<file path="src/mid_map.svh">
// Address map, field positions, reset values and cycle counts of the instruction sequencer
// Functional notes
// - Instruction words are 14 bits, opcode plus every operand.
// - Each opcode is sorted into byte, bit, or literal/control class.
// - Instructions outside the exceptions finish in exactly one instruction cycle.
// - Both subroutine calls take two instruction cycles.
// - Every return form takes two instruction cycles.
// - Jumps and taken skip or count-and-skip operations take two instruction cycles.
// - File address operand is 7 bits, 0x00 to 0x7F in the bank.
// - Bit operand selects one bit of the addressed 8-bit register.
// - Don't-care encoding bits never change decoding.
// - Destination bit clear sends result to W, set sends it to the file.
// - Pointer operand selects indirect pointer pair 0 or 1.
// - Pointer step instructions carry a two-bit pre/post increment/decrement style.
// - Indirect access through a program-memory pointer adds one instruction cycle.
// - One instruction cycle spans four oscillator clocks.
// - Every file-register instruction reads, modifies, then stores its result.
// - The read happens even when the instruction only writes the register.
`ifndef MID_MAP_SVH
`define MID_MAP_SVH
`define MID_OFF_CTRL 12'h000
`define MID_OFF_STAT 12'h004
`define MID_OFF_WREG 12'h008
`define MID_OFF_INSTR 12'h00C
`define MID_OFF_COUNT 12'h010
`define MID_OFF_PTRSRC 12'h014
`define MID_CTRL_RUN 0
`define MID_STAT_CLS 0
`define MID_STAT_KILL 3
`define MID_STAT_STALL 4
`define MID_STAT_COST 5
`define MID_STAT_Q 8
`define MID_RST_RUN 1'h0
`define MID_RST_W 8'h00
`define MID_RST_PTRSRC 2'h0
`define MID_NOP 14'h0000
`define MID_COST_ONE 2'h1
`endif

</file>
<file path="src/mid_pkg.sv">
// Types shared by the instruction sequencer modules
package mid_pkg;
    // Four oscillator clocks make one instruction cycle
    typedef enum logic [3:0] {
        MID_Q1 = 4'b0001,
        MID_Q2 = 4'b0010,
        MID_Q3 = 4'b0100,
        MID_Q4 = 4'b1000
    } mid_q_t;
    typedef enum logic [2:0] {
        MID_CL_BYTE = 3'b001,
        MID_CL_BIT = 3'b010,
        MID_CL_LIT = 3'b100
    } mid_cls_t;
    typedef enum logic [1:0] {
        MID_STEP_PREINC = 2'b00,
        MID_STEP_PREDEC = 2'b01,
        MID_STEP_POSTINC = 2'b10,
        MID_STEP_POSTDEC = 2'b11
    } mid_step_t;
    typedef enum logic [3:0] {
        MID_SK_NONE = 4'b0001,
        MID_SK_BCLR = 4'b0010,
        MID_SK_BSET = 4'b0100,
        MID_SK_ZERO = 4'b1000
    } mid_skip_t;
endpackage : mid_pkg

</file>
<file path="src/mid_core.sv">
// Instruction sequencer: four-phase cycle, read-modify-write, cycle costs, APB view
//
// Design decisions made here: register access over APB and the register addresses.
`timescale 1ns/1ps
`include "mid_map.svh"
module mid_core (
    // Clock, reset and clock enable
    input wire logic pclk,
    input wire logic presetn,
    input wire logic clk_en,
    // APB slave
    input wire logic psel,
    input wire logic penable,
    input wire logic pwrite,
    input wire logic [11:0] paddr,
    input wire logic [31:0] pwdata,
    input wire logic [3:0] pstrb,
    output logic [31:0] prdata,
    output logic pready,
    output logic pslverr,
    // Program memory side
    input wire logic [13:0] instr_word,
    input wire logic instr_valid,
    output logic fetch_take,
    output logic flow_change,
    // File register side
    output logic [6:0] fr_addr,
    output logic fr_rd,
    input wire logic [7:0] fr_rdata,
    output logic fr_wr,
    output logic [7:0] fr_wdata,
    // Indirect pointer stepping
    output logic indirect_pointer_step,
    output logic indirect_pointer_sel,
    output mid_pkg::mid_step_t ptr_step_style
);
    import mid_pkg::*;

    typedef struct packed {
        mid_q_t q;
        logic [13:0] ir;
        logic kill;
        logic stall;
        logic pflow;
        logic [7:0] w;
        logic [7:0] fdat;
        logic [1:0] last_cost;
        logic run;
        logic [1:0] ptr_prog;
        logic [15:0] retired;
        logic [6:0] fr_addr;
        logic fr_rd;
        logic fr_wr;
        logic [7:0] fr_wdata;
        logic fetch;
        logic flow;
        logic step;
        logic step_sel;
        mid_step_t step_style;
        logic pready;
        logic pslverr;
        logic [31:0] prdata;
    } mid_core_st_t;

    localparam mid_core_st_t ST_RST = '{
        q: MID_Q1,
        ir: `MID_NOP,
        w: `MID_RST_W,
        run: `MID_RST_RUN,
        ptr_prog: `MID_RST_PTRSRC,
        step_style: MID_STEP_PREINC,
        default: '0
    };

    mid_core_st_t r_ff;
    mid_core_st_t nxt_r;

    // ------------------------------------------------------------
    // Decode and modify
    // ------------------------------------------------------------
    mid_cls_t cls;
    logic [6:0] dec_addr;
    logic [2:0] bit_no;
    logic dest_file;
    logic dest_w;
    logic uses_file;
    logic ind_use;
    logic ind_sel;
    logic ptr_step;
    mid_step_t step_style;
    logic flow_fix;
    mid_skip_t skip;
    logic [7:0] res;
    logic skip_hit;
    logic ex;
    logic ind_hit;
    logic take;
    logic apb_wr;

    mid_dec u_dec (
        .instr(r_ff.ir),
        .cls(cls),
        .file_addr(dec_addr),
        .bit_no(bit_no),
        .dest_file(dest_file),
        .dest_w(dest_w),
        .uses_file(uses_file),
        .ind_use(ind_use),
        .ind_sel(ind_sel),
        .ptr_step(ptr_step),
        .ptr_step_style(step_style),
        .flow_fix(flow_fix),
        .skip(skip)
    );

    mid_alu u_alu (
        .instr(r_ff.ir),
        .bit_no(bit_no),
        .skip(skip),
        .fval(r_ff.fdat),
        .wval(r_ff.w),
        .res(res),
        .skip_hit(skip_hit)
    );

    // Killed and stall cycles execute nothing
    assign ex = !r_ff.kill && !r_ff.stall;
    assign ind_hit = ex && ind_use && r_ff.ptr_prog[ind_sel];
    assign take = ex && (flow_fix || skip_hit);
    assign apb_wr = psel && penable && r_ff.pready && pwrite && !r_ff.pslverr && pstrb[0];

    // ------------------------------------------------------------
    // Sequencer and register slave
    // ------------------------------------------------------------
    always_comb begin
        nxt_r = r_ff;
        nxt_r.fr_rd = 1'b0;
        nxt_r.fr_wr = 1'b0;
        nxt_r.fetch = 1'b0;
        nxt_r.flow = 1'b0;
        nxt_r.step = 1'b0;
        nxt_r.pready = 1'b0;
        nxt_r.pslverr = 1'b0;
        if (r_ff.run) begin
            // Four clocks per instruction cycle
            case (r_ff.q)
                MID_Q1: begin
                    nxt_r.q = MID_Q2;
                    if (ex && uses_file) begin
                        // Read even when only a write follows
                        nxt_r.fr_rd = 1'b1;
                        nxt_r.fr_addr = dec_addr;
                    end
                end
                MID_Q2: begin
                    nxt_r.q = MID_Q3;
                    nxt_r.fdat = fr_rdata;
                end
                MID_Q3: begin
                    nxt_r.q = MID_Q4;
                    if (ex) begin
                        if (dest_file && uses_file) begin
                            nxt_r.fr_wr = 1'b1;
                            nxt_r.fr_wdata = res;
                        end else if (dest_w) begin
                            nxt_r.w = res;
                        end
                        if (ptr_step) begin
                            nxt_r.step = 1'b1;
                            nxt_r.step_sel = ind_sel;
                            nxt_r.step_style = step_style;
                        end
                    end
                end
                MID_Q4: begin
                    nxt_r.q = MID_Q1;
                    if (ind_hit) begin
                        // Hold the fetch for one added cycle
                        nxt_r.stall = 1'b1;
                        nxt_r.pflow = take;
                    end else begin
                        nxt_r.fetch = 1'b1;
                        nxt_r.stall = 1'b0;
                        if (take || (r_ff.stall && r_ff.pflow)) begin
                            // Word fetched meanwhile runs as a no-operation
                            nxt_r.ir = `MID_NOP;
                            nxt_r.kill = 1'b1;
                            nxt_r.flow = 1'b1;
                        end else begin
                            // Plain instructions free the next cycle
                            nxt_r.ir = instr_valid ? instr_word : `MID_NOP;
                            nxt_r.kill = 1'b0;
                        end
                    end
                    if (ex) begin
                        nxt_r.retired = r_ff.retired + 16'h0001;
                        nxt_r.last_cost = `MID_COST_ONE + {1'b0, ind_hit} + {1'b0, take};
                    end
                end
                default: nxt_r.q = MID_Q1;
            endcase
        end
        // Setup phase: decode and latch the answer for the access phase
        if (psel && !penable && !r_ff.pready) begin
            nxt_r.pready = 1'b1;
            nxt_r.prdata = 32'h0000_0000;
            if (paddr == `MID_OFF_CTRL) begin
                nxt_r.prdata[`MID_CTRL_RUN] = r_ff.run;
            end else if (paddr == `MID_OFF_STAT) begin
                nxt_r.prdata[`MID_STAT_CLS +: 3] = cls;
                nxt_r.prdata[`MID_STAT_KILL] = r_ff.kill;
                nxt_r.prdata[`MID_STAT_STALL] = r_ff.stall;
                nxt_r.prdata[`MID_STAT_COST +: 2] = r_ff.last_cost;
                nxt_r.prdata[`MID_STAT_Q +: 4] = r_ff.q;
            end else if (paddr == `MID_OFF_WREG) begin
                nxt_r.prdata[7:0] = r_ff.w;
            end else if (paddr == `MID_OFF_INSTR) begin
                nxt_r.prdata[13:0] = r_ff.ir;
            end else if (paddr == `MID_OFF_COUNT) begin
                nxt_r.prdata[15:0] = r_ff.retired;
            end else if (paddr == `MID_OFF_PTRSRC) begin
                nxt_r.prdata[1:0] = r_ff.ptr_prog;
            end else begin
                nxt_r.pslverr = 1'b1;
            end
        end
        // Access phase completes: writes take effect here only
        if (apb_wr) begin
            if (paddr == `MID_OFF_CTRL) begin
                nxt_r.run = pwdata[`MID_CTRL_RUN];
            end else if (paddr == `MID_OFF_WREG) begin
                nxt_r.w = pwdata[7:0];
            end else if (paddr == `MID_OFF_PTRSRC) begin
                nxt_r.ptr_prog = pwdata[1:0];
            end
        end
    end

    always_ff @(posedge pclk or negedge presetn) begin
        if (!presetn) begin
            r_ff <= ST_RST;
        end else if (clk_en) begin
            r_ff <= nxt_r;
        end
    end

    // ------------------------------------------------------------
    // Outputs
    // ------------------------------------------------------------
    assign prdata = r_ff.prdata;
    assign pready = r_ff.pready;
    assign pslverr = r_ff.pslverr;
    assign fetch_take = r_ff.fetch;
    assign flow_change = r_ff.flow;
    assign fr_addr = r_ff.fr_addr;
    assign fr_rd = r_ff.fr_rd;
    assign fr_wr = r_ff.fr_wr;
    assign fr_wdata = r_ff.fr_wdata;
    assign indirect_pointer_step = r_ff.step;
    assign indirect_pointer_sel = r_ff.step_sel;
    assign ptr_step_style = r_ff.step_style;
endmodule : mid_core

</file>
<file path="src/mid_dec.sv">
// Instruction word decoder: class, operand fields, routing and flow kind
`timescale 1ns/1ps
module mid_dec (
    // Instruction word
    input wire logic [13:0] instr,
    // Decoded fields
    output mid_pkg::mid_cls_t cls,
    output logic [6:0] file_addr,
    output logic [2:0] bit_no,
    output logic dest_file,
    output logic dest_w,
    output logic uses_file,
    output logic ind_use,
    output logic ind_sel,
    output logic ptr_step,
    output mid_pkg::mid_step_t ptr_step_style,
    output logic flow_fix,
    output mid_pkg::mid_skip_t skip
);
    import mid_pkg::*;

    logic ctl_grp;
    logic shift_grp;

    always_comb begin
        // Operand fields come from fixed positions of the 14-bit word
        ctl_grp = instr[13:7] == 7'h00;
        ptr_step = instr[13:5] == 9'h000 && instr[4];
        shift_grp = instr[13:12] == 2'b11 && (instr[11:8] == 4'h5 || instr[11:8] == 4'h6
            || instr[11:8] == 4'h7 || instr[11:8] == 4'hB || instr[11:8] == 4'hD);
        // Class sort
        if (instr[13:12] == 2'b00 && !ctl_grp) begin
            cls = MID_CL_BYTE;
        end else if (instr[13:12] == 2'b01) begin
            cls = MID_CL_BIT;
        end else if (shift_grp) begin
            cls = MID_CL_BYTE;
        end else begin
            cls = MID_CL_LIT;
        end
        // Seven-bit address, or the pointer's access register
        file_addr = ptr_step ? {6'h00, instr[2]} : instr[6:0];
        bit_no = instr[9:7];
        ptr_step_style = mid_step_t'(instr[1:0]);
        // Clear-W ignores its low bits; only the destination bit sets it apart
        uses_file = (cls == MID_CL_BYTE && !(instr[13:8] == 6'h01 && !instr[7]))
            || cls == MID_CL_BIT || ptr_step;
        ind_use = uses_file && file_addr[6:1] == 6'h00;
        ind_sel = file_addr[0];
        // Destination select for byte, bit, literal and pointer-step operations
        if (cls == MID_CL_BIT) begin
            dest_file = !instr[11];
        end else if (ptr_step) begin
            dest_file = instr[3];
        end else begin
            dest_file = cls == MID_CL_BYTE && instr[7];
        end
        dest_w = (cls == MID_CL_BYTE && !instr[7]) || instr[13:8] == 6'h30
            || instr[13:8] == 6'h34 || (ptr_step && !instr[3]);
        // Calls, returns and jumps
        flow_fix = instr[13:12] == 2'b10 || (instr[13:4] == 10'h000 && instr[3])
            || instr[13:8] == 6'h34 || instr[13:9] == 5'b11001;
        if (cls == MID_CL_BIT && instr[11:10] == 2'b10) begin
            skip = MID_SK_BCLR;
        end else if (cls == MID_CL_BIT && instr[11:10] == 2'b11) begin
            skip = MID_SK_BSET;
        end else if (instr[13:8] == 6'h0B || instr[13:8] == 6'h0F) begin
            skip = MID_SK_ZERO;
        end else begin
            skip = MID_SK_NONE;
        end
    end
endmodule : mid_dec

</file>
<file path="src/mid_alu.sv">
// Modify step of read-modify-write and skip condition
`timescale 1ns/1ps
module mid_alu (
    // Operands
    input wire logic [13:0] instr,
    input wire logic [2:0] bit_no,
    input wire mid_pkg::mid_skip_t skip,
    input wire logic [7:0] fval,
    input wire logic [7:0] wval,
    // Result
    output logic [7:0] res,
    output logic skip_hit
);
    import mid_pkg::*;

    function automatic logic [7:0] bit_mask(input logic [2:0] pos);
        bit_mask = 8'h01 << pos;
    endfunction : bit_mask

    always_comb begin
        res = fval;
        case (instr[13:8])
            6'h00: res = (instr[7:3] == 5'b00010) ? fval : wval;
            6'h01: res = 8'h00;
            6'h02: res = fval - wval;
            6'h03, 6'h0B: res = fval - 8'h01;
            6'h04: res = wval | fval;
            6'h05: res = wval & fval;
            6'h06: res = wval ^ fval;
            6'h07: res = wval + fval;
            6'h09: res = ~fval;
            6'h0A, 6'h0F: res = fval + 8'h01;
            6'h30, 6'h34: res = instr[7:0];
            6'h35: res = {fval[6:0], 1'b0};
            6'h36: res = {1'b0, fval[7:1]};
            6'h37: res = {fval[7], fval[7:1]};
            default: begin
                // One bit of the eight is changed
                if (instr[13:10] == 4'b0100) begin
                    res = fval & ~bit_mask(bit_no);
                end else if (instr[13:10] == 4'b0101) begin
                    res = fval | bit_mask(bit_no);
                end
            end
        endcase
        case (skip)
            MID_SK_BCLR: skip_hit = (fval & bit_mask(bit_no)) == 8'h00;
            MID_SK_BSET: skip_hit = (fval & bit_mask(bit_no)) != 8'h00;
            MID_SK_ZERO: skip_hit = res == 8'h00;
            default: skip_hit = 1'b0;
        endcase
    end
endmodule : mid_alu

</file>
<file path="config.mk">
export PLATFORM = sky130hd
export DESIGN_NAME = mid_core
export DESIGN_NICKNAME = d
export VERILOG_FILES = /design/src/mid_pkg.sv /design/src/mid_core.sv /design/src/mid_dec.sv /design/src/mid_alu.sv
export VERILOG_INCLUDE_DIRS = /design/src /design/src/src
export SDC_FILE = /design/constraint.sdc
export NUM_CORES = 1
export LEC_CHECK = 0
export BUFFER_PORTS_ARGS = -buffer_cell sky130_fd_sc_hd__buf_2
export CAP_MARGIN = 0
export CORE_MARGIN = 1.5
export CORE_UTILIZATION = 45
export CTS_CLUSTER_SIZE = 28
export DETAILED_ROUTE_END_ITERATION = 7
export HOLD_SLACK_MARGIN = 0.05
export PLACE_DENSITY = 0.72
export REMOVE_ABC_BUFFERS = 1
export SLEW_MARGIN = 10
export SYNTH_ARGS = -nofsm -noshare
export SYNTH_HDL_FRONTEND = slang
export SYNTH_HIERARCHICAL = 1
export SYNTH_SLANG_ARGS = --single-unit
</file>
<file path="constraint.sdc">
create_clock -name pclk -period 4.45 [get_ports pclk]
set_input_delay 0.6675 -clock pclk [delete_from_list [all_inputs] [get_ports pclk]]
set_output_delay 0.6675 -clock pclk [all_outputs]
set_load 0.1 [all_outputs]
</file>
* After elaboration in Yosys (flattened, before gate mapping)
Index checks and enable logic that the tools add are counted.
** Cells by class
- Add/sub/neg operators :: 7
- $lt $le $gt $ge :: 1
- Equality and inequality tests :: 44
- Shifts and indexed selects :: 1
- Muxes and demuxes :: 68
- Bitwise gates (word level) :: 11
- Reduce and logical (&&, ||, !) cells :: 76
** Operators by type and width (number)
- 14-bit two-way mux :: 8
- 8-bit one-hot mux with 14 select lines :: 1
- 8-bit two-way mux :: 13
- 34-bit two-way mux :: 1
- 4-bit two-way mux :: 8
- 6-bit equality test (second input constant) :: 5
- 15-bit two-way mux :: 2
- 4-bit by 3-bit equality test with 1-bit output (second input constant) :: 7
- 9-bit two-way mux :: 3
- 1-bit logical AND :: 26
- 8-bit bitwise AND :: 3
- 12-bit by 4-bit equality test with 1-bit output (second input constant) :: 2
- 12-bit by 5-bit equality test with 1-bit output (second input constant) :: 2
- 6-bit by 3-bit equality test with 1-bit output (second input constant) :: 4
- 6-bit by 4-bit equality test with 1-bit output (second input constant) :: 4
- 18-bit two-way mux :: 1
- 16-bit by 1-bit adder with 16-bit output (second input constant) :: 1
- 4-bit equality test (second input constant) :: 4
- 8-bit zero test :: 2
- 1-bit two-way mux :: 16
- 16-bit two-way mux :: 1
- 8-bit NOT :: 2
- 8-bit bitwise OR :: 2
- 4-bit AND reduction :: 4
- other kinds (39) :: 86
** Word-level totals
- Register bits :: 99
- Input bits :: 77
- Output and inout bits :: 57
- Word-level logic and storage cells :: 231

* Longest topological paths before layout
Gate-level depths: netlist of the first run.
- Word-level depth :: 24
- Gate-level depth with buffers :: 21
- Mapped depth without buffers :: 18

* Cells and area by module
Netlist of the first run, hierarchy kept.
** Modules (own cells, without submodules)
- mid_core :: times used 1, cells each 452, area an instance 5071.1 sq um, sequential area each 2478.6 sq um
- mid_alu :: times used 1, cells each 263, area an instance 1888.1 sq um, sequential area each 0.0 sq um
- mid_dec :: times used 1, cells each 59, area an instance 392.9 sq um, sequential area each 0.0 sq um

* Worst setup path after synthesis of the first run
OpenSTA, ideal clock, no wires.
- Path kind :: flip-flop to flip-flop
- Start :: register r_ff[106] (netlist bit)
- End :: register r_ff[100] (netlist bit)
- Library setup time :: 121 ps
- Data arrival time :: 4497 ps
- Data required time :: 4329 ps
- Path slack :: -168 ps
- Stages on the path, launching flop included :: 20
- Path buffers :: 4
- Clock period less this slack :: 4618 ps
- Cells stage by stage :: dfrtp_1 buf_2 buf_1 clkbuf_1 nand2_1 o21ai_0 ha_1 inv_1 fa_1 nor2b_1 o32a_1 o211ai_1 or3_1 or4_1 o41ai_2 nor2_1 o21ai_0 nor3b_4 buf_4 a22o_1
** On the way
- Elaborated cells on any way between the ends :: 85
- Classes of those cells :: 27 x eq/ne; 1 x shift; 14 x mux; 5 x bitwise; 38 x reduce/logical
** RTL lines
- start: declaration :: RTL line mid_core.sv:75 : mid_core_st_t r_ff;
- start signal: assignment :: RTL line mid_core.sv:243 : r_ff <= nxt_r;
- 1-bit by 3-bit << shifter with 8-bit output :: RTL line mid_alu.sv:17 : bit_mask = 8'h01 << pos;
- 8-bit bitwise OR / 8-bit NOT (equally long branches) :: RTL line mid_alu.sv:42, mid_alu.sv:40
- 8-bit two-way mux / 8-bit bitwise AND (equally long branches) :: RTL line mid_alu.sv:41, mid_alu.sv:40
- 8-bit two-way mux :: RTL line mid_alu.sv:39 : if (instr[13:10] == 4'b0100) begin
- 8-bit one-hot mux with 14 select lines (*) :: RTL line mid_alu.sv:22 : case (instr[13:8])
- net res[2] :: RTL line mid_core.sv:93 : logic [7:0] res;
- 8-bit zero test (*) :: RTL line mid_alu.sv:49 : MID_SK_ZERO: skip_hit = res == 8'h00;
- 1-bit one-hot mux with 3 select lines (*) :: RTL line mid_alu.sv:46 : case (skip)
- net skip_hit :: RTL line mid_core.sv:94 : logic skip_hit;
- 1-bit logical OR (*) :: RTL line mid_core.sv:129 : assign take = ex && (flow_fix || skip_hit);
- 1-bit logical AND (*) :: RTL line mid_core.sv:129
- 1-bit logical OR (*) :: RTL line mid_core.sv:184 : if (take || (r_ff.stall && r_ff.pflow)) begin
- 15-bit two-way mux (*) :: RTL line mid_core.sv:184
The timed path passes the listed nets; every way through them passes the cells marked *. The select of a mux whose other input is x is not followed.
A chain may end at the register's enable or synchronous reset.

* Final worst setup path of the first run
- Start :: register r_ff[105] (netlist bit)
- End :: register r_ff[105] (netlist bit)
Same word-level chain as after synthesis.

==> results.sh, run 1 <==
export IMPL_numPortBuffers=90
export IMPL_rows=46
export IMPL_grt_max_degree=70
export IMPL_r2r_start="r_ff[105]"
export IMPL_start_kind="register"
export IMPL_synth_cells=774
export IMPL_period_share_pct=95.41
export IMPL_nFillCells=1453
export IMPL_dp_hpwl_um=14700
export IMPL_clockPowerShare_pct=42.1
export IMPL_cts_tree="yes"
export IMPL_rsz0062_at_grt="false"
export IMPL_vias=6334
export IMPL_numCtsBuffers=9
export IMPL_min_period_ps=4246
export IMPL_utilization_pct=51.86
export IMPL_seq_area_mm2=0.002481
export IMPL_total_power_mw=1.920
export IMPL_drt_total_wl_um=20630
export IMPL_p_leak_nw=3.931
export IMPL_multiInputGateArea_mm2=0.004179
export IMPL_timing_max_cap_violations=0
export IMPL_synthTopCellsByArea="dfrtp_1, buf_4, mux2_2"
export IMPL_clk_pin_slew_ps=80
export IMPL_grt_pass1_vias=5861
export IMPL_synth_top_area_share_pct=33.36
export IMPL_die_area_mm2=0.01711
export IMPL_cts_root_buf="clkbuf_16"
export IMPL_drt_iter0_drc=596
export IMPL_required_ps=4690
export IMPL_placed_cell_area_mm2=0.007828
export IMPL_powerDensity_mw_per_mm2=232.2
export IMPL_dieHeight_um=130.8
export IMPL_postLayoutCellArea_mm2=0.008268
export IMPL_synth_largest_area_cell="dfrtp_1"
export IMPL_skew_ps=18.12
export IMPL_outcome="completed"
export IMPL_vdd_drop_max_uv=204.8
export IMPL_layout_drive_gt1_share_pct=28.39
export IMPL_syn_cell_area_mm2=0.007352
export IMPL_worst_pin_slew_ps=974.9
export IMPL_p_seq_share_pct=47.4
export IMPL_dpl_cell_count=1041
export IMPL_max_slew_margin_pct=34.51
export IMPL_yosysSeqAreaShare_pct=33.71
export IMPL_fmax_mhz=235.5
export IMPL_grt_pass1_wl_um=31970
export IMPL_clockBufferDepth=2
export IMPL_path_cells="buf_4 > buf_4 > and3_2 > buf_4 > nor2_1 > a31oi_1 > ha_1 > nor2b_4 > o32a_1 > o211ai_1 > or3_1 > or4_1 > o41ai_2 > buf_4 > nor2_1 > o21ai_1 > buf_4 > nor3b_4 > clkbuf_16 > a22o_1"
export IMPL_synth_top_flop_cell="dfrtp_1"
export IMPL_p_int_mw=1.395
export IMPL_setup_viol=0
export IMPL_yosysWarnings=6
export IMPL_path_class="register to register"
export IMPL_grt_use_total_pct=24.50
export IMPL_synth_edff_count=0
export IMPL_cts_sinks=99
export IMPL_grt_overflow=0
export IMPL_dieWidth_um=130.8
export IMPL_synth_common_cells="dfrtp_1, buf_4, nand2_1"
export IMPL_setup_tns_ps=0
export IMPL_antenna_found_initial=0
export IMPL_pwr_share_comb_pct=10.5
export IMPL_hold_viol_final=0
export IMPL_synthArstFlopShare_pct=100.0
export IMPL_r2r_setup_slack_ps=200
export IMPL_wire_per_inst_um=19.37
export IMPL_io_pins=134
export IMPL_syn_to_final_growth_pct=12.46
export IMPL_cts_max_level=3
export IMPL_fin_nets=948
export IMPL_r2r_end="r_ff[105]"
export IMPL_synth_most_common_cell="dfrtp_1"
export IMPL_drt_pass1_iter_count=5
export IMPL_clk_latency_ps=360
export IMPL_avgSynthCellArea_um2=9.499
export IMPL_drc=0
export IMPL_routed_via_density=5.947
export IMPL_ys_ff_latch=99
export IMPL_routabilityCongestion=0.9791
export IMPL_max_stage_delay_ps=520
export IMPL_hold_path_class="primary input to async pin"
export IMPL_worstPathArrival_ps=4480
export IMPL_worst_r2r_cell_count=20
export IMPL_ant_nets=0
export IMPL_crit_top_cell="buf_4"
export IMPL_p_sw_share_pct=27.35
export IMPL_fin_cells=1065
export IMPL_start_util_pct=46.12
export IMPL_core_mm2=0.01594
export IMPL_drv_slew=0
export IMPL_antenna_cells=0
export IMPL_worstPathMaxFanout=6
export IMPL_ys_types=88
export IMPL_worst_setup_path_end_kind="register"
export IMPL_slowest_stage="or4_1"
export IMPL_power_switching_uw=525.1
power by group through the flow:
stage	Clock, mW	Combinational (mW)	Sequential [mW]
floorplan	0	0.0812	0.981
global placement	0	0.202	0.928
detailed placement	0	0.202	0.928
CTS	0.826	0.202	0.910
global route	0.861	0.214	0.911
finish	0.808	0.201	0.911
how the worst max path moves through the flow:
stage               cells past startpoint  slack (ps)      start         to
CTS                                    20          60  r_ff[109]  r_ff[100]
global route                           20           9   r_ff[86]  r_ff[106]
global placement                       20          70  r_ff[109]  r_ff[103]
floorplan                              16         -40  r_ff[107]  r_ff[106]
finish                                 20         200  r_ff[105]  r_ff[105]
detailed placement                     20         -20  r_ff[109]  r_ff[100]
critical path: cells and delay by family, from the launching register on:
kind | cells | cell delay [ps]
simple gates | 7 | 1490
buf+inv | 6 | 1010
flops | 1 | 380
compound gates | 6 | 910
fa+ha+maj | 1 | 340
routing by layer:
layer / track usage [%] / routed length [µm]
met2: 38.36 / 9602
met5: 0 / 0
met1: 33.64 / 9071
met4: 10.41 / 647
met3: 4.072 / 1307
per-stage QoR:
step / worst slack [ps] / hold WS (ps)
final: 204.2 / 430.3
after global routing: 9.291 / 494.4
after CTS: 55.07 / 449.8
after detailed placement: -15.38 / 464.9
after global placement: 71.27 / 464.0
after floorplan: -37.01 / 371.9
layout make-up:
class / count / share of cell area (%)
Multi-Input combinational cell: 549 / 50.54
Sequential cell: 99 / 30.01
Clock inverter: 5 / 0.7264
Clock buffer: 11 / 2.936
Inverter: 44 / 2.043
Tap cell: 216 / 3.269
Timing Repair Buffer: 141 / 10.47
placed cells by master (no fill, tap or decap), drive strengths merged, types with 4 or more instances in the layout:
cell type	count
nor2	27
and4	4
conb	16
nor3	15
nand3b	6
nor2b	13
nand3	23
o211ai	6
nand4	6
a22oi	6
or3	7
nand2	51
ha	26
a32oi	8
xnor2	23
a211oi	28
a21o	5
a32o	5
a21oi	30
mux2	43
a221oi	5
nand4b	4
mux2i	13
o21ai	40
and2	4
a22o	31
clkbuf	12
nor4	11
or4	7
dfrtp	98
buf	140
nand2b	6
and3	11
nor4b	5
a31oi	11
inv	45
nor3b	6
state kept, by name, indices dropped and copies added, names as in the netlist, 2 cells and up:
signal,count
fr_addr,7
ptr_step_style,2
r_ff,58
prdata,16
fr_wdata,8
repair_timing:
item                                    in CTS  in global routing
resized for setup                            1                 17
cloned                                       0                  1
hold buffers                                 0                  0
endpoints found under the setup margin      14                 15
pin swaps                                    0                 10
buffers inserted                             0                  8
cell families after synthesis:
kind of cell	count (synthesis)	share of synthesized area [%]
flip-flops	99	33.71
buffers and inverters	141	10.77
AND/OR/NAND/NOR	216	18.06
adder cells (fa/ha/maj)	27	4.697
XOR/XNOR	25	2.978
other	1	0.05101
AO/OA/AOI/OAI	207	20.66
multiplexers	58	9.071
Power figures use the tool's default switching activity.
==> run 2, diff against run 1 <==
Settings changed: GPL_TIMING_DRIVEN set to 0.
==> run 2 against run 1 <==
- clock power about the same
- clock-buffer cell count fell by 1
- sequential share of layout area is 0.69 points higher
- largest cell class unchanged
- core utilization fell by 0.73 points
- largest power group unchanged
- highest routed layer unchanged
- clock skew down 5.6 ps
- critical path type unchanged
- combinational power hardly changed
==> results.sh, run 2 (same netlist as run 1, synthesis figures left out) <==
export IMPL_cts_sinks=99
export IMPL_dpl_cell_count=1001
export IMPL_ant_nets=0
export IMPL_drt_pass1_iter_count=5
export IMPL_skew_ps=12.54
export IMPL_worstPathMaxFanout=14
export IMPL_slowest_stage="dfrtp_4"
export IMPL_fin_nets=921
export IMPL_r2r_start="r_ff[105]"
export IMPL_r2r_end="r_ff[110]"
export IMPL_hold_path_class="primary input to async pin"
export IMPL_routed_via_density=6.048
export IMPL_dieWidth_um=130.8
export IMPL_hold_viol_final=0
export IMPL_grt_pass1_vias=5942
export IMPL_drv_slew=0
export IMPL_dp_hpwl_um=13900
export IMPL_syn_to_final_growth_pct=10.87
export IMPL_final_common_cell="dfrtp_1"
export IMPL_hold_ws_ps=357.0
export IMPL_io_pins=134
export IMPL_post_place_ws_ps=-1371
export IMPL_die_area_mm2=0.01711
export IMPL_crit_family="compound AO/OA/AOI/OAI gates"
export IMPL_numCtsBuffers=9
export IMPL_core_mm2=0.01594
export IMPL_clockBufferDepth=2
export IMPL_worst_setup_path_end_kind="register"
export IMPL_routabilityCongestion=0.9262
export IMPL_start_util_pct=46.12
export IMPL_p_leak_nw=3.788
export IMPL_drt_iter0_drc=592
export IMPL_drc=0
export IMPL_min_period_ps=4366
export IMPL_largest_register_ffs=58
export IMPL_grt_pass1_wl_um=32310
export IMPL_cts_max_level=3
export IMPL_rows=46
export IMPL_worstPathArrival_ps=4600
export IMPL_antenna_found_initial=0
export IMPL_clk_latency_ps=360
export IMPL_max_stage_delay_ps=490
export IMPL_fin_ws_ps=84.20
export IMPL_vias=6278
export IMPL_crit_top_cell="nor2_1"
export IMPL_setup_viol=0
export IMPL_wire_per_inst_um=20.01
export IMPL_start_kind="register"
export IMPL_crit_buf_inv=4
export IMPL_fin_cells=1038
export IMPL_grt_overflow=0
export IMPL_timing_max_cap_violations=0
export IMPL_antenna_cells=0
export IMPL_layout_drive_gt1_share_pct=27.37
export IMPL_fmax_mhz=229.1
export IMPL_worst_r2r_cell_count=20
export IMPL_cts_tree="yes"
export IMPL_nFillCells=1506
export IMPL_required_ps=4680
export IMPL_regMostFlops="r_ff"
export IMPL_final_cell_mix="dfrtp_1, buf_2, nand2_1, inv_1, mux2_2"
export IMPL_powerDensity_mw_per_mm2=235.5
export IMPL_numPortBuffers=90
export IMPL_utilization_pct=51.13
export IMPL_path_cells="buf_4 > inv_1 > nor2_1 > nand3b_1 > o21ai_0 > a31oi_1 > ha_1 > nor2b_2 > buf_4 > o31a_1 > o21a_1 > nor2_1 > xnor2_1 > a221o_1 > o41ai_4 > nor2_1 > o21ai_2 > nor3b_4 > buf_12 > a22o_1"
export IMPL_grt_use_total_pct=24.87
export IMPL_grt_max_degree=53
export IMPL_r2r_setup_slack_ps=80
export IMPL_drt_total_wl_um=20770
export IMPL_outcome="completed"
export IMPL_clk_pin_slew_ps=70
export IMPL_path_class="register to register"
export IMPL_vdd_drop_max_uv=235.1
export IMPL_cts_root_buf="clkbuf_16"
export IMPL_dieHeight_um=130.8
export IMPL_period_share_pct=98.11
export IMPL_worst_pin_slew_ps=1218
export IMPL_max_slew_margin_pct=16.67
## run 2: changes by cell type in the layout (fill, tap and decap cells not counted), sizes merged
cell      delta
clkbuf       -2
inv          +1
buf         -26
clkinvlp     -2
clkinv       +2
## run 2: report_power, final
group / internal [mW] / switching, mW / total (mW)
sequential: 0.906 / 0.00437 / 0.911
combinational: 0.0350 / 0.169 / 0.204
clock: 0.443 / 0.361 / 0.805
## run 2: stage by stage
stage	TNS [ps]	total power, mW	cell area (µm²)
after global routing	-148.6	1.977	8152
after global placement	-22490	1.127	7502
after floorplan	-506.9	1.062	6782
final	0	1.919	8152
after detailed placement	-23930	1.134	7565
after CTS	0	1.941	8077
## run 2: metal layers
| layer | vias up | global-route usage, % | share of wire (%) |
|---|---|---|---|
| li1 | 2905 | - | - |
| met1 | 3020 | 33.25 | 43 |
| met2 | 306 | 38.95 | 46 |
| met3 | 47 | 4.886 | 7.4 |
| met4 | 0 | 11.64 | 3.5 |
| met5 | - | 0 | 0 |
## run 2: final cells by class
| class | count | area (µm²) | share of cell area (%) |
|---|---|---|---|
| Inverter | 44 | 165.2 | 2.026 |
| Timing Repair Buffer | 114 | 684.4 | 8.396 |
| Clock inverter | 6 | 72.57 | 0.8903 |
| Tap cell | 216 | 270.3 | 3.315 |
| Sequential cell | 99 | 2502 | 30.70 |
| Clock buffer | 10 | 229.0 | 2.809 |
| Multi-Input combinational cell | 549 | 4228 | 51.86 |
## run 2: worst max-delay path by stage
stage	from	end	slack [ps]	depth (start not counted)
after floorplan	r_ff[107]	r_ff[106]	-40	16
after global placement	r_ff[107]	r_ff[105]	-1290	16
after detailed placement	r_ff[107]	r_ff[102]	-1370	16
after CTS	r_ff[105]	r_ff[102]	0.5	17
after global routing	r_ff[105]	r_ff[110]	-30	20
final	r_ff[105]	r_ff[110]	80	20
## run 2: what timing repair did
| item | 4_1_cts | 5_1_grt |
|---|---|---|
| endpoints found under the setup margin | 20 | 15 |
| hold buffers | 0 | 0 |
| gates resized for setup | 27 | 5 |
| gates cloned | 0 | 0 |
| pin swaps | 4 | 5 |
| buffers inserted | 14 | 7 |
==> run 3, diff against run 2 <==
Settings changed: ABC_AREA set to 1.
==> run 3 against run 2 <==
- core utilization is 1.1 points lower
- fmax is 5.4% higher
- via count is 17% higher
==> results.sh, run 3 <==
export IMPL_drt_total_wl_um=22560
export IMPL_synth_common_cells="nand2_1, inv_1, dfrtp_1, nor2_1, nand3_1"
export IMPL_max_slew_margin_pct=18.06
export IMPL_drt_pass1_iter_count=5
export IMPL_slowest_stage="dfrtp_1"
export IMPL_dieHeight_um=134.5
export IMPL_worst_r2r_cell_count=22
export IMPL_drc=0
export IMPL_cp_startpoint="r_ff[107]"
export IMPL_numCtsBuffers=9
export IMPL_routed_via_density=5.324
export IMPL_die_area_mm2=0.01810
export IMPL_routabilityCongestion=0.9739
export IMPL_grt_pass1_vias=6744
export IMPL_synthSimpleGateAreaFrac_pct=35.21
export IMPL_clk_latency_ps=360
export IMPL_largest_register_ffs=58
export IMPL_grt_overflow=0
export IMPL_grt_use_total_pct=25.48
export IMPL_start_util_pct=46.45
export IMPL_synthArstFlopShare_pct=100.0
export IMPL_yosysWarnings=6
export IMPL_cts_hold_buf=0
export IMPL_dp_hpwl_um=16640
export IMPL_endpoint="r_ff[102]"
export IMPL_skew_ps=14.19
export IMPL_period_share_pct=93.04
export IMPL_cts_max_level=3
export IMPL_grt_max_degree=57
export IMPL_worstPathArrival_ps=4370
export IMPL_ant_nets=0
export IMPL_avgSynthCellArea_um2=7.026
export IMPL_io_pins=134
export IMPL_numPortBuffers=90
export IMPL_worstPathMaxFanout=8
export IMPL_core_mm2=0.01676
export IMPL_placed_cell_area_mm2=0.008060
export IMPL_timing_max_cap_violations=0
export IMPL_drv_slew=0
export IMPL_wire_per_inst_um=16.39
export IMPL_synth_largest_area_cell="dfrtp_1"
export IMPL_synthTopCellsByArea="dfrtp_1, nand2_1, inv_1"
export IMPL_cp_depth=22
export IMPL_postLayoutCellArea_mm2=0.008383
export IMPL_final_cell_mix="nand2_1, inv_1, nor2_1, dfrtp_1, nand3_1"
export IMPL_required_ps=4680
export IMPL_synth_adder_area_share_pct=4.436
export IMPL_cts_tree="yes"
export IMPL_hold_viol_final=0
export IMPL_setup_viol=0
export IMPL_met2_usage_pct=39.29
export IMPL_synth_xor_area_share_pct=2.475
export IMPL_synth_top_area_share_pct=31.50
export IMPL_r2r_setup_slack_ps=310
export IMPL_worst_pin_slew_ps=1225
export IMPL_ys_ff_latch=99
export IMPL_synth_cells=1108
export IMPL_nFillCells=1707
export IMPL_yosysSeqAreaShare_pct=31.84
export IMPL_crit_buf_inv=1
export IMPL_antenna_found_initial=0
export IMPL_crit_family="simple AND/OR/NAND/NOR gates"
export IMPL_cts_sinks=99
export IMPL_syn_cell_area_mm2=0.007785
export IMPL_path_cells="nand2_2 > nor2_2 > nand2_2 > nand2_4 > o221ai_1 > ha_1 > nand2_1 > inv_1 > o21ai_0 > nand3_1 > a21boi_2 > nand3_1 > nand2_1 > nor2_1 > nor2_1 > nand3_1 > nand2_1 > nor2_1 > nor2_1 > a21oi_2 > nand2_1 > o21ai_0"
export IMPL_antenna_cells=0
export IMPL_drt_iter0_drc=696
export IMPL_cts_root_buf="clkbuf_16"
export IMPL_dieWidth_um=134.5
export IMPL_clockBufferDepth=2
export IMPL_ys_types=53
export IMPL_regMostFlops="r_ff"
export IMPL_hold_ws_ps=305.2
export IMPL_powerDensity_mw_per_mm2=250.8
export IMPL_vdd_drop_max_uv=239.6
export IMPL_outcome="completed"
export IMPL_yosys_mux_area_fraction_pct=2.877
export IMPL_use_met3_pct=4.880
export IMPL_synth_compound_area_share_pct=9.482
export IMPL_grt_pass1_wl_um=35730
export IMPL_vias=7326
export IMPL_rsz0062_at_grt="false"
export IMPL_post_place_ws_ps=-316.7
export IMPL_layout_drive_gt1_share_pct=16.96
export IMPL_syn_to_final_growth_pct=7.682
export IMPL_utilization_pct=50.02
export IMPL_met1_usage_pct=35.22
export IMPL_hold_path_class="primary input to async pin"
export IMPL_path_class="register to register"
export IMPL_p_leak_nw=4.506
export IMPL_clk_pin_slew_ps=70
export IMPL_fin_nets=1255
export IMPL_r2r_end="r_ff[102]"
export IMPL_top_usage_layer="met2"
export IMPL_r2r_start="r_ff[107]"
export IMPL_synth_most_common_cell="nand2_1"
export IMPL_synth_top_family_by_area="simple AND/OR/NAND/NOR gates"
export IMPL_start_kind="register"
export IMPL_total_power_mw=2.102
export IMPL_rows=47
export IMPL_final_common_cell="nand2_1"
export IMPL_synth_edff_count=0
export IMPL_min_period_ps=4140
export IMPL_synth_top_flop_cell="dfrtp_1"
export IMPL_max_stage_delay_ps=630
export IMPL_fin_ws_ps=309.7
export IMPL_worst_setup_path_end_kind="register"
export IMPL_fmax_mhz=241.5
-- run 3: cell types whose count changed after synthesis, moves of 22 or more --
cell,change
nor2_1,+71
nand2_1,+265
o21ai_0,+22
inv_1,+86
a22o_1,-30
nand3_1,+70
-- run 3: routing by layer --
metal  share of wire [%]  vias up
met5                   0        -
met4                 3.5        0
met3                 6.7       46
met2                  45      268
met1                  45     3405
li1                    -     3607
-- run 3: final cells by class --
class	count	area, µm²	share of cell area [%]
Timing Repair Buffer	91	480.5	5.731
Clock inverter	4	33.78	0.4030
Multi-Input combinational cell	811	4334	51.70
Tap cell	220	275.3	3.284
Sequential cell	99	2489	29.69
Clock buffer	12	246.5	2.940
Inverter	139	524.3	6.254
-- run 3: power by group --
part	internal, mW	switching (mW)
clock	0.402	0.370
sequential	0.912	0.0371
combinational	0.123	0.258
total	1.44	0.665
-- run 3: metrics by stage --
stage                     cells  setup TNS, ps
after floorplan            1048              0
after global placement     1358          -4226
after detailed placement   1359          -4434
after CTS                  1375              0
after global routing       1376              0
final                      1376              0
-- run 3: what timing repair did --
action / CTS / global route
pin swaps: 0 / 1
endpoints found under the setup margin: 16 / 19
resized for setup: 3 / 12
cloned: 0 / 1
buffers inserted: 0 / 0
-- run 3: worst min-delay path by stage --
stage	start	endpoint	slack, ps
after floorplan	presetn	fetch_take	370
after global placement	prdata[3]	prdata[3]	460
after detailed placement	prdata[7]	prdata[7]	470
after CTS	presetn	r_ff[69]	320
after global routing	presetn	r_ff[69]	340
final	presetn	r_ff[69]	310
-- run 3: cell families after synthesis --
group / after synthesis
AND/OR/NAND/NOR: 600
buffers and inverters: 214
AO/OA/AOI/OAI: 125
flip-flops: 99
adder cells (fa/ha/maj): 27
XOR/XNOR: 22
multiplexers: 20
other: 1
-- run 3: worst register-to-register path: cells and delay by family (launching register included) --
kind	cells	cell delay [ps]
compound gates	5	740
fa+ha+maj	1	400
buf+inv	1	50
flops	1	630
simple gates	15	2210
